[src/tgss_pkg.sv]
// Purpose: Shared constants for the token global status share block
// Assumes: 64 stations, 16-bit status words
// Notes:   Rate codes select one of three line rates
package tgss_pkg;
   localparam int          TGSS_STATIONS     = 64;
   localparam int          TGSS_ADDR_W       = 6;
   localparam int          TGSS_WORD_W       = 16;
   localparam int          TGSS_DIAG_WORDS   = 40;
   localparam int          TGSS_FILE_W       = 10;
   localparam logic [9:0]  TGSS_FILE_MIN     = 10'h00a;
   localparam logic [9:0]  TGSS_FILE_MAX     = 10'h3e7;
   localparam logic [6:0]  TGSS_GSF_DEFAULT  = 7'h40;
   localparam logic [1:0]  TGSS_RATE_57K6    = 2'h0;
   localparam logic [1:0]  TGSS_RATE_115K2   = 2'h1;
   localparam logic [1:0]  TGSS_RATE_230K4   = 2'h2;
   localparam logic [15:0] TGSS_LINK_ID_RST  = 16'h0000;
   localparam logic [5:0]  TGSS_ADDR_RST     = 6'h00;

   typedef enum logic [3:0] {
      TGSS_IDLE  = 4'h1,
      TGSS_APPLY = 4'h2,
      TGSS_CLEAR = 4'h4,
      TGSS_SEND  = 4'h8
   } tgss_state_t;
endpackage : tgss_pkg

[src/tgss_top.sv]
// Purpose: Station address/rate setup and global status word sharing
// Assumes: Link framing outside; tokens arrive as one-cycle pulses
// Notes:   Tokens and housekeeping strobes come from the link layer
// Behaviour
// - Software station address only 0 to 77 octal
// - Station addresses unique on one link
// - Fixed channel takes address, rate from switches
// - Three software rates: 57.6, 115.2, 230.4 kbps
// - Diagnostic area of forty words when file valid
// - Status area sized sixty-four words at reset, one to sixty-four by configure
// - Entering program mode clears whole status area
// - One sixteen-bit word per station address
// - Token pass broadcasts own-address status word
// - Seen token stored at sender's slot only if sender address is below status area size
// - Slot index is the octal address value
// - Received words applied during housekeeping only
// - Any message write to status area faults
// - Hold decimal link identifier when bridged
// - Same rate everywhere, at most sixty-four stations
`timescale 1ns/1ps
`default_nettype none
module tgss_top
   import tgss_pkg::*;
#(
   parameter int AW = TGSS_ADDR_W,
   parameter int DW = TGSS_WORD_W
) (
   input  wire logic          MCLK_I,
   input  wire logic          RST_I,
   input  wire logic          FIXED_FIRST_CHANNEL_I,
   input  wire logic [AW-1:0] ADDRESS_RATE_SWITCH_ADDR_I,
   input  wire logic [1:0]    ADDRESS_RATE_SWITCH_RATE_I,
   input  wire logic          CFG_WR_I,
   input  wire logic [AW-1:0] CFG_ADDR_I,
   input  wire logic [1:0]    CFG_RATE_I,
   input  wire logic [15:0]   CFG_LINK_ID_I,
   input  wire logic [9:0]    CFG_DIAG_FILE_I,
   input  wire logic [6:0]    CFG_GSF_SIZE_I,
   input  wire logic          RUN_MODE_I,
   input  wire logic          HOUSEKEEP_I,
   input  wire logic          TOKEN_RX_I,
   input  wire logic [AW-1:0] TOKEN_SRC_I,
   input  wire logic [DW-1:0] TOKEN_DATA_I,
   input  wire logic          TOKEN_PASS_REQ_I,
   input  wire logic          MSG_WR_GSF_I,
   input  wire logic          FAULT_CLR_I,
   output logic      [AW-1:0] STATION_ADDR_O,
   output logic      [1:0]    LINE_RATE_O,
   output logic      [15:0]   LINK_ID_O,
   output logic               DIAG_EN_O,
   output logic      [5:0]    DIAG_WORDS_O,
   output logic      [6:0]    GSF_SIZE_O,
   output logic               CFG_ERR_O,
   output logic               TOKEN_TX_O,
   output logic      [DW-1:0] TOKEN_TX_DATA_O,
   output logic               FAULT_O,
   output logic               BUSY_O
);
   // Switch pins are asynchronous: two stages each
   logic [AW-1:0] sw_addr_s1_q, sw_addr_s2_q;
   logic [1:0]    sw_rate_s1_q, sw_rate_s2_q;
   logic          fixed_s1_q, fixed_s2_q;

   always_ff @(posedge MCLK_I or posedge RST_I) begin
      if (RST_I) begin
         sw_addr_s1_q <= '0;
         sw_addr_s2_q <= '0;
         sw_rate_s1_q <= '0;
         sw_rate_s2_q <= '0;
         fixed_s1_q   <= 1'b0;
         fixed_s2_q   <= 1'b0;
      end else begin
         sw_addr_s1_q <= ADDRESS_RATE_SWITCH_ADDR_I;
         sw_addr_s2_q <= sw_addr_s1_q;
         sw_rate_s1_q <= ADDRESS_RATE_SWITCH_RATE_I;
         sw_rate_s2_q <= sw_rate_s1_q;
         fixed_s1_q   <= FIXED_FIRST_CHANNEL_I;
         fixed_s2_q   <= fixed_s1_q;
      end
   end

   function automatic logic rate_ok(input logic [1:0] r);
      rate_ok = (r == TGSS_RATE_57K6) || (r == TGSS_RATE_115K2) || (r == TGSS_RATE_230K4);
   endfunction : rate_ok

   // Configuration registers
   logic [AW-1:0] sw_addr_q;
   logic [1:0]    sw_rate_q;
   logic [15:0]   link_id_q;
   logic          diag_en_q;
   logic [6:0]    gsf_size_q;
   logic [5:0]    diag_words_q;
   logic          cfg_err_q;
   logic [AW-1:0] station_addr_q;
   logic [1:0]    line_rate_q;

   // 6-bit field already spans 0..77 octal; kept explicit if the width grows
   wire cfg_addr_ok = ({1'b0, CFG_ADDR_I} < 7'(TGSS_STATIONS));
   wire cfg_rate_ok = rate_ok(CFG_RATE_I);
   wire diag_ok     = (CFG_DIAG_FILE_I >= TGSS_FILE_MIN) &&
                      (CFG_DIAG_FILE_I <= TGSS_FILE_MAX);
   wire [5:0] diag_words_d = diag_ok ? 6'(TGSS_DIAG_WORDS) : 6'h00;
   wire gsf_size_ok = (CFG_GSF_SIZE_I != 7'h00) && (CFG_GSF_SIZE_I <= TGSS_GSF_DEFAULT);
   wire cfg_good    = cfg_addr_ok && cfg_rate_ok && gsf_size_ok;

   always_ff @(posedge MCLK_I or posedge RST_I) begin
      if (RST_I) begin
         sw_addr_q  <= TGSS_ADDR_RST;
         sw_rate_q  <= TGSS_RATE_57K6;
         link_id_q  <= TGSS_LINK_ID_RST;
         diag_en_q  <= 1'b0;
         diag_words_q <= 6'h00;
         gsf_size_q <= TGSS_GSF_DEFAULT;
         cfg_err_q  <= 1'b0;
      end else if (CFG_WR_I) begin
         cfg_err_q <= !cfg_good;
         // Bad writes leave the old settings in place
         if (cfg_good) begin
            sw_addr_q  <= CFG_ADDR_I;
            sw_rate_q  <= CFG_RATE_I;
            link_id_q  <= CFG_LINK_ID_I;
            diag_en_q  <= diag_ok;
            diag_words_q <= diag_words_d;
            gsf_size_q <= CFG_GSF_SIZE_I;
         end
      end
   end

   // Fixed channel ignores software address and rate
   wire [AW-1:0] addr_d = fixed_s2_q ? sw_addr_s2_q : sw_addr_q;
   wire [1:0]    rate_d = fixed_s2_q ? sw_rate_s2_q : sw_rate_q;

   always_ff @(posedge MCLK_I or posedge RST_I) begin
      if (RST_I) begin
         station_addr_q <= TGSS_ADDR_RST;
         line_rate_q    <= TGSS_RATE_57K6;
      end else begin
         // One own address per channel; uniqueness is the installer's job
         station_addr_q <= addr_d;
         line_rate_q    <= rate_d;
      end
   end

   // Pending receive buffer, one entry per station; applied in housekeeping
   logic [AW-1:0] src_oct_q;
   logic [TGSS_STATIONS-1:0] pend_q;
   logic [DW-1:0] pend_data_q [TGSS_STATIONS];
   wire  src_in_range = {1'b0, TOKEN_SRC_I} < gsf_size_q;
   wire  rx_take      = TOKEN_RX_I && src_in_range;

   // Scan state machine
   tgss_state_t   state_q, state_d;
   logic [AW-1:0] idx_q;
   logic          run_q;
   logic          fault_q;
   logic          tx_pend_q;
   logic          tx_rd_q;
   logic          token_tx_q;
   logic [DW-1:0] tx_data_q;
   logic          busy_q;

   wire enter_prog = run_q && !RUN_MODE_I;
   wire idx_last   = (idx_q == AW'(TGSS_STATIONS - 1));

   always_comb begin
      state_d = state_q;
      case (state_q)
         TGSS_IDLE: begin
            if (enter_prog) begin
               state_d = TGSS_CLEAR;
            end else if (tx_pend_q) begin
               state_d = TGSS_SEND;
            end else if (HOUSEKEEP_I && (pend_q != '0)) begin
               state_d = TGSS_APPLY;
            end
         end
         TGSS_APPLY: begin
            if (enter_prog) begin
               state_d = TGSS_CLEAR;
            end else if (idx_last) begin
               state_d = TGSS_IDLE;
            end
         end
         TGSS_CLEAR: begin
            if (idx_last) begin
               state_d = TGSS_IDLE;
            end
         end
         TGSS_SEND: begin
            // A mode change seen here would be lost by the time IDLE looks
            if (enter_prog) begin
               state_d = TGSS_CLEAR;
            end else begin
               state_d = TGSS_IDLE;
            end
         end
         default: state_d = TGSS_IDLE;
      endcase
   end

   wire mem_we_apply = (state_q == TGSS_APPLY) && pend_q[idx_q];
   wire mem_we_clear = (state_q == TGSS_CLEAR);
   wire mem_we       = mem_we_apply || mem_we_clear;
   // Slot index equals the binary value of the octal address
   wire [AW-1:0] mem_waddr = idx_q;
   wire [DW-1:0] mem_wdata = mem_we_clear ? '0 : pend_data_q[idx_q];
   wire          send_rd   = (state_q == TGSS_SEND);
   wire [DW-1:0] mem_rdata;

   tgss_mem #(
      .DEPTH (TGSS_STATIONS),
      .AW    (AW),
      .DW    (DW)
   ) u_mem (
      .clk_i   (MCLK_I),
      .we_i    (mem_we),
      .waddr_i (mem_waddr),
      .wdata_i (mem_wdata),
      .raddr_i (station_addr_q),
      .rdata_o (mem_rdata)
   );

   always_ff @(posedge MCLK_I) begin
      if (rx_take) begin
         pend_data_q[TOKEN_SRC_I] <= TOKEN_DATA_I;
      end
   end

   always_ff @(posedge MCLK_I or posedge RST_I) begin
      if (RST_I) begin
         state_q    <= TGSS_IDLE;
         idx_q      <= '0;
         run_q      <= 1'b0;
         pend_q     <= '0;
         fault_q    <= 1'b0;
         tx_pend_q  <= 1'b0;
         tx_rd_q    <= 1'b0;
         token_tx_q <= 1'b0;
         tx_data_q  <= '0;
         busy_q     <= 1'b0;
      end else begin
         state_q <= state_d;
         run_q   <= RUN_MODE_I;
         busy_q  <= (state_d != TGSS_IDLE);
         idx_q   <= (state_d != state_q) ? '0 : idx_q + AW'(1);
         // Clearing flushes waiting words too, so stale data never lands
         for (int i = 0; i < TGSS_STATIONS; i++) begin
            if (rx_take && (TOKEN_SRC_I == AW'(i))) begin
               pend_q[i] <= 1'b1;
            end else if (mem_we_clear || (mem_we_apply && (idx_q == AW'(i)))) begin
               pend_q[i] <= 1'b0;
            end
         end
         // Fault is sticky; a new violation wins over the clear
         if (MSG_WR_GSF_I) begin
            fault_q <= 1'b1;
         end else if (FAULT_CLR_I) begin
            fault_q <= 1'b0;
         end
         if (TOKEN_PASS_REQ_I) begin
            tx_pend_q <= 1'b1;
         end else if (send_rd) begin
            tx_pend_q <= 1'b0;
         end
         tx_rd_q    <= send_rd;
         token_tx_q <= tx_rd_q;
         if (tx_rd_q) begin
            tx_data_q <= mem_rdata;
         end
      end
   end

   assign STATION_ADDR_O  = station_addr_q;
   assign LINE_RATE_O     = line_rate_q;
   assign LINK_ID_O       = link_id_q;
   assign DIAG_EN_O       = diag_en_q;
   assign DIAG_WORDS_O    = diag_words_q;
   assign GSF_SIZE_O      = gsf_size_q;
   assign CFG_ERR_O       = cfg_err_q;
   assign TOKEN_TX_O      = token_tx_q;
   assign TOKEN_TX_DATA_O = tx_data_q;
   assign FAULT_O         = fault_q;
   assign BUSY_O          = busy_q;
endmodule : tgss_top
`default_nettype wire

[src/tgss_mem.sv]
// Purpose: Status word memory, one word per station
// Assumes: Single write port, registered read
// Notes:   Read data appear one cycle after the address
`timescale 1ns/1ps
`default_nettype none
module tgss_mem #(
   parameter int DEPTH = 64,
   parameter int AW    = 6,
   parameter int DW    = 16
) (
   input  wire logic          clk_i,
   input  wire logic          we_i,
   input  wire logic [AW-1:0] waddr_i,
   input  wire logic [DW-1:0] wdata_i,
   input  wire logic [AW-1:0] raddr_i,
   output logic      [DW-1:0] rdata_o
);
   logic [DW-1:0] mem_q [DEPTH];

   always_ff @(posedge clk_i) begin
      if (we_i) begin
         mem_q[waddr_i] <= wdata_i;
      end
      rdata_o <= mem_q[raddr_i];
   end
endmodule : tgss_mem
`default_nettype wire

[config.mk]
export PLATFORM = sky130hd
export DESIGN_NAME = tgss_top
export DESIGN_NICKNAME = d
export VERILOG_FILES = /design/src/tgss_pkg.sv /design/src/tgss_top.sv /design/src/tgss_mem.sv
export SDC_FILE = /design/constraint.sdc
export NUM_CORES = 2
export LEC_CHECK = 0
export ABC_AREA = 1
export BUFFER_PORTS_ARGS = -buffer_cell sky130_fd_sc_hd__buf_2
export CORE_UTILIZATION = 63
export DETAILED_ROUTE_END_ITERATION = 8
export GPL_ROUTABILITY_DRIVEN = 0
export PLACE_DENSITY_LB_ADDON = 0.1
export REMOVE_ABC_BUFFERS = 1
export SLEW_MARGIN = 20
export SYNTH_ARGS = -nofsm -noshare
export SYNTH_HDL_FRONTEND = slang
export SYNTH_SLANG_ARGS = --single-unit
[constraint.sdc]
create_clock -name MCLK_I -period 7.6 [get_ports MCLK_I]
set_clock_uncertainty 0.2 [all_clocks]
set_input_delay 1.52 -clock MCLK_I [delete_from_list [all_inputs] [get_ports MCLK_I]]
set_output_delay 1.52 -clock MCLK_I [all_outputs]
set_load 0.01 [all_outputs]
# ---- Yosys cells after proc, flatten, opt, wreduce, memory -nomap -nowiden
# Memories as Yosys holds them, arrays and structs flattened. A register that Yosys moved wholly into a read port is not among the register bits.
# Cells that the tools add are included.
dict set report word_totals {
  input_bits 81
  output_inout_bits 58
  romBits 0
  ram_bits 2048
  wordCells 656
  latch_bits 0
  memories 2
  ff_bits 161
}
dict set report op_classes {
  reduce_logical 276
  n_mul 0
  bitwise_logic 0
  n_eq_ne 134
  div_mod_pow 0
  addsub 1
  shifts 0
  mux 150
  order_cmp 5
}
# memory depth width rd rd_clocked_by_memory_dff write_ports line_no
set mem_list {}
lappend mem_list {pend_data_q 64 16 1 0 1 tgss_top.sv:147} ;# logic [DW-1:0] pend_data_q [TGSS_STATIONS];
lappend mem_list {u_mem.mem_q 64 16 1 1 1 tgss_mem.sv:18} ;# logic [DW-1:0] mem_q [DEPTH];
# op n
set op_table {}
lappend op_table {{$eq A6 B6 Y1 const B} 64}
lappend op_table {{$eq A6 B5 Y1 const B} 32}
lappend op_table {{$mux W1} 137}
lappend op_table {{$logic_and A1 B1 Y1} 135}
lappend op_table {{$reduce_bool A2 Y1} 66}
lappend op_table {{$eq A6 B4 Y1 const B} 16}
lappend op_table {{$logic_or A1 B1 Y1} 67}
lappend op_table {{$reduce_bool A64 Y1} 1}
lappend op_table {{$eq A6 B3 Y1 const B} 8}
lappend op_table {{$eq A6 B2 Y1 const B} 4}
lappend op_table {{$mux W4} 5}
lappend op_table {{$mux W6} 3}
lappend op_table {{$mux W16} 1}
lappend op_table {{$pmux W4 S4} 1}
lappend op_table {{$eq A6 B1 Y1 const B} 2}
lappend op_table {{$logic_not A6 Y1} 2}
lappend op_table {{$ge A10 B4 Y1 const B} 1}
lappend op_table {{$le A10 B10 Y1 const B} 1}
lappend op_table {{$le A7 B7 Y1 const B} 1}
lappend op_table {{$lt A6 B7 Y1} 1}
lappend op_table {{$lt A6 B7 Y1 const B} 1}
lappend op_table {{$reduce_bool A7 Y1} 1}
lappend op_table {{$add A6 B1 Y6 const B} 1}
lappend op_table {{$bmux W1 S6} 1}
lappend op_table {{other kinds (13)} 14}

# ---- Depth between registers and ports, before layout
dict set report logic_depth {
  ltp_word 8
  mapped_depth 18
  depth_no_buf 15
}

# ---- By module
# Synthesis repeated with hierarchy kept, for this count alone.
dict set report unflattened {
  cells_unflattened 7670
  area_unflattened_um2 90231.5
}
# module area_each_um2 cells_per_inst n_inst seq_area_each_um2
set modules_own_cells {}
lappend modules_own_cells {tgss_top 48132.4 4153 1 34630.7}
lappend modules_own_cells {tgss_mem 42099.1 3517 1 31069.8}

# ---- Worst setup path after synthesis
# Ideal clock, no wire load.
dict set report synth_timing {
  kind {flip-flop to flip-flop}
  start {register idx_q[0]}
  end {memory u_mem.mem_q[0][5], data pin}
  period_less_slack_ns 4.161
  setup_slack_ns 3.439
  arrival_ns 3.413
  path_stages_with_launch 14
  path_buffers 4
  path_cell_list {dfrtp_1 -> buf_4 -> inv_4 -> buf_4 -> nand3_2 -> inv_2 -> buf_2 -> buf_2 -> a22oi_1 -> nand4_1 -> nand2_1 -> nand2_1 -> nor2_1 -> a21oi_1}
}
dict set report synth_between {
  elab_chain_len 2
}
# element line_no
set synth_rtl {}
lappend synth_rtl {{from (decl)} tgss_top.sv:153} ;# logic [AW-1:0] idx_q;
lappend synth_rtl {{from (signal assigned)} tgss_top.sv:245} ;# idx_q <= (state_d != state_q) ? '0 : idx_q + AW'(1);
lappend synth_rtl {{$mem_v2 Z64 W16} --}
lappend synth_rtl {{$mux W16} tgss_top.sv:206} ;# wire [DW-1:0] mem_wdata = mem_we_clear ? '0 : pend_data_q[idx_q];
lappend synth_rtl {{named net mem_wdata[5]} tgss_top.sv:206}
lappend synth_rtl {{to (decl)} tgss_mem.sv:18}
# The timed path passes the listed nets, and every way through them passes these cells.

# ---- Worst setup path after layout
dict set report layout_timing {
  start {register idx_q[1]}
  end {memory u_mem.mem_q[63][6], data pin}
}
# The elaborated chain is that of the path after synthesis.

==> impl_metrics.json <==
{
  "slew_violations": 0,
  "cp.required_ps": 7950,
  "min_path_type": "reg -> reg",
  "cts_repair_resize_count": 0,
  "status": "finished clean",
  "ys_seq_elements": 2219,
  "r2r-end": "u_mem.mem_q[63][6]",
  "syn2layout_area_growth_pct": 11.1,
  "drive_gt1_frac": 0.0915,
  "io_buffers": 133,
  "r2r_slack_ps": 2020,
  "vias": 56800,
  "cp.arrival_ps": 5930,
  "powerDensity_mw_per_mm2": 304,
  "synth.cell_area_sq_mm": 0.0874,
  "crit_top_cell": "buf_4",
  "synthFlopType": "edfxtp_1",
  "gr-total-overflow": 0,
  "ys_types": 43,
  "cts_buffer_depth": 3,
  "min_period_ps": 5580,
  "yosys-top-cells-area": "edfxtp_1, nand2_1, dfrtp_1, nor2_1, o21ai_0",
  "slew_headroom": 0.216,
  "ys_warn_count": 0,
  "slowest_stage": "a21oi_4",
  "rsz0062_at_grt": "false",
  "finalPower_uw": 29600,
  "dp_cells": 8737,
  "grt_pass1_vias": 54000,
  "cts_buffers": 210,
  "rows": 136,
  "antenna_found_initial": 9,
  "clk_pin_slew_ps": 70,
  "die_x_um": 375,
  "ir_drop_mv": 0.291,
  "ant_nets": 0,
  "nets": 7247,
  "worstSetupPathType": "reg -> reg",
  "totalWireLength_mm": 236,
  "fmax_ghz": 0.179,
  "vias_per_cell": 6.22,
  "syn-instance-count": 7042,
  "seq_area_frac_synth": 0.752,
  "core_area_sq_mm": 0.137,
  "holdPathEnd": "fixed_s2_q",
  "r2r_start": "idx_q[1]",
  "start_util": 0.636,
  "drc": 0,
  "drt_iter0_markers": 7554,
  "cts_max_level": 4,
  "whs_path_depth": 0,
  "min_from": "fixed_s1_q",
  "slowest_delay_ps": 760,
  "worstPathMaxFanout": 41,
  "worst_setup_path_start_kind": "register",
  "maxCapViolCount": 0,
  "cts-root-buf": "clkbuf_16",
  "setup_violations": 0,
  "grt.total_usage": 0.335,
  "synth_edf_count": 2048,
  "end_kind": "register",
  "leakage_uw": 0.0346,
  "async_flop_share": 0.0699,
  "fin_cells": 9131,
  "cts_tree": "built",
  "grt_pass1_wl_mm": 344,
  "hold_viol_final": 0,
  "drt_first_pass_iters": 6,
  "rr_worst_depth": 13,
  "routedWlPerCell_um": 25.8,
  "period_share": 0.734,
  "die-height_um": 375,
  "io_pins": 139,
  "dp_hpwl_mm": 129,
  "cts_setup_buffers": 0,
  "ctsHoldBuffers": 0,
  "clkSinkCount": 2219,
  "worst_pin_slew_ps": 1170,
  "cp_cell_sequence": "buf_4, inv_2, nand3_1, buf_4, inv_4, buf_4, nand2_1, nand4_1, o21ai_0, nand2_1, nor2_1, a21oi_4, buf_4",
  "clock_latency_ps": 840,
  "syn_area_per_cell_sq_um": 12.4,
  "critPathTopFamily": "buffers and inverters",
  "crit_buf_inv": 6,
  "grt_max_degree": 164,
  "yosys.area.top_type": "edfxtp_1",
  "die_area_sq_mm": 0.140,
  "synth_top_area_frac": 0.703
}
==> registers in the layout (all words and copies together) (netlist names), 2 cells and up <==
register,cells
sw_addr_s2_q,6
sw_addr_s1_q,6
sw_rate_s1_q,2
state_q,4
LINE_RATE_O,2
u_mem.rdata_o,16
sw_rate_s2_q,2
idx_q,6
GSF_SIZE_O,7
u_mem.mem_q,1024
pend_q,64
sw_addr_q,6
LINK_ID_O,16
TOKEN_TX_DATA_O,16
pend_data_q,1024
STATION_ADDR_O,6
sw_rate_q,2
==> final cells by class <==
type                            count  area [sq um]
Antenna cell                        2          5.00
Clock buffer                      283          5760
Clock inverter                    107           993
Fill cell                        9308         40400
Inverter                          296          1150
Multi-Input combinational cell   4127         19100
Sequential cell                  2219         65700
Tap cell                         1794          2240
Timing Repair Buffer              303          2180
==> layout by cell type, fill, tap and decap left out, types with 132 or more instances in the layout <==
cell	n
nand2_1	1550
buf_4	154
o22ai_1	226
nor2_1	941
o21ai_0	689
buf_2	132
clkbuf_16	215
a22oi_1	143
dfrtp_1	148
inv_1	272
nand3_1	202
edfxtp_1	2048
==> kinds of logic (layout without fill, tap and decap cells) <==
kind of cell | count (synthesis) | after routing | synth area share
flip-flops | 2219 | 2219 | 0.752
AND/OR/NAND/NOR | 2826 | 2826 | 0.128
AO/OA/AOI/OAI | 1269 | 1269 | 0.0838
adder cells (fa/ha/maj) | 9 | 9 | 0.00129
multiplexers | 16 | 16 | 0.00206
XOR/XNOR | 3 | 3 | 0.000301
other | 1 | 6 | 0.0000429
buffers and inverters | 699 | 989 | 0.0330
==> how the worst max path moves through the flow <==
stage | start | to | depth (start not counted)
after floorplan | STATION_ADDR_O[0] | u_mem.rdata_o[10] | 7
after global placement | idx_q[1] | u_mem.mem_q[51][6] | 14
after detailed placement | idx_q[1] | u_mem.mem_q[51][6] | 13
after CTS | idx_q[1] | u_mem.mem_q[25][6] | 13
after global routing | idx_q[1] | u_mem.mem_q[25][6] | 13
final | idx_q[1] | u_mem.mem_q[63][6] | 13
==> cell usage after synthesis (16+ instances only) <==
master,n
edfxtp_1,2048
nand2_1,1552
nor2_1,948
o21ai_0,689
inv_1,277
clkbuf_1,227
o22ai_1,226
nand3_1,202
dfrtp_1,153
buf_2,145
a22oi_1,143
nand4_1,107
a21oi_1,69
o21ai_1,39
o211ai_1,34
o221ai_1,32
buf_4,21
dfxtp_1,16
mux2_2,16
==> metal layers <==
layer	global-route usage	vias to the layer above	wire length [um]
li1	-	25300	-
met1	0.448	27800	87900
met2	0.536	3220	113000
met3	0.0563	557	23000
met4	0.169	10	11800
met5	0.00412	-	75
==> worst register-to-register path, stage by stage (launching register included) <==
cell and delay (ps):
dfrtp_1 600, buf_4 340, inv_2 460, nand3_1 200, buf_4 290, inv_4 630
buf_4 480, nand2_1 120, nand4_1 130, o21ai_0 150, nand2_1 170, nor2_1 130
a21oi_4 760, buf_4 630
==> metrics by stage <==
stage,area (sq um),setup TNS [ps],worst slack (ps),hold slack (ps),utilization
final,97100,0,2020,142,0.706
after floorplan,85700,-819670,-11190,131,-
after CTS,97000,0,2160,146,0.706
after global routing,97100,0,1960,153,0.706
after global placement,90300,0,2320,133,0.657
after detailed placement,90300,0,2240,136,0.657
==> power by group <==
| group | leakage [uW] | internal (uW) | switching (uW) | total (uW) |
|---|---|---|---|---|
| clock network | 0.00331 | 5870 | 4420 | 10300 |
| logic | 0.0107 | 1110 | 3510 | 4620 |
| registers | 0.0205 | 14400 | 201 | 14600 |
| total | 0.0346 | 21400 | 8130 | 29600 |
Power figures use the tool's default switching activity.
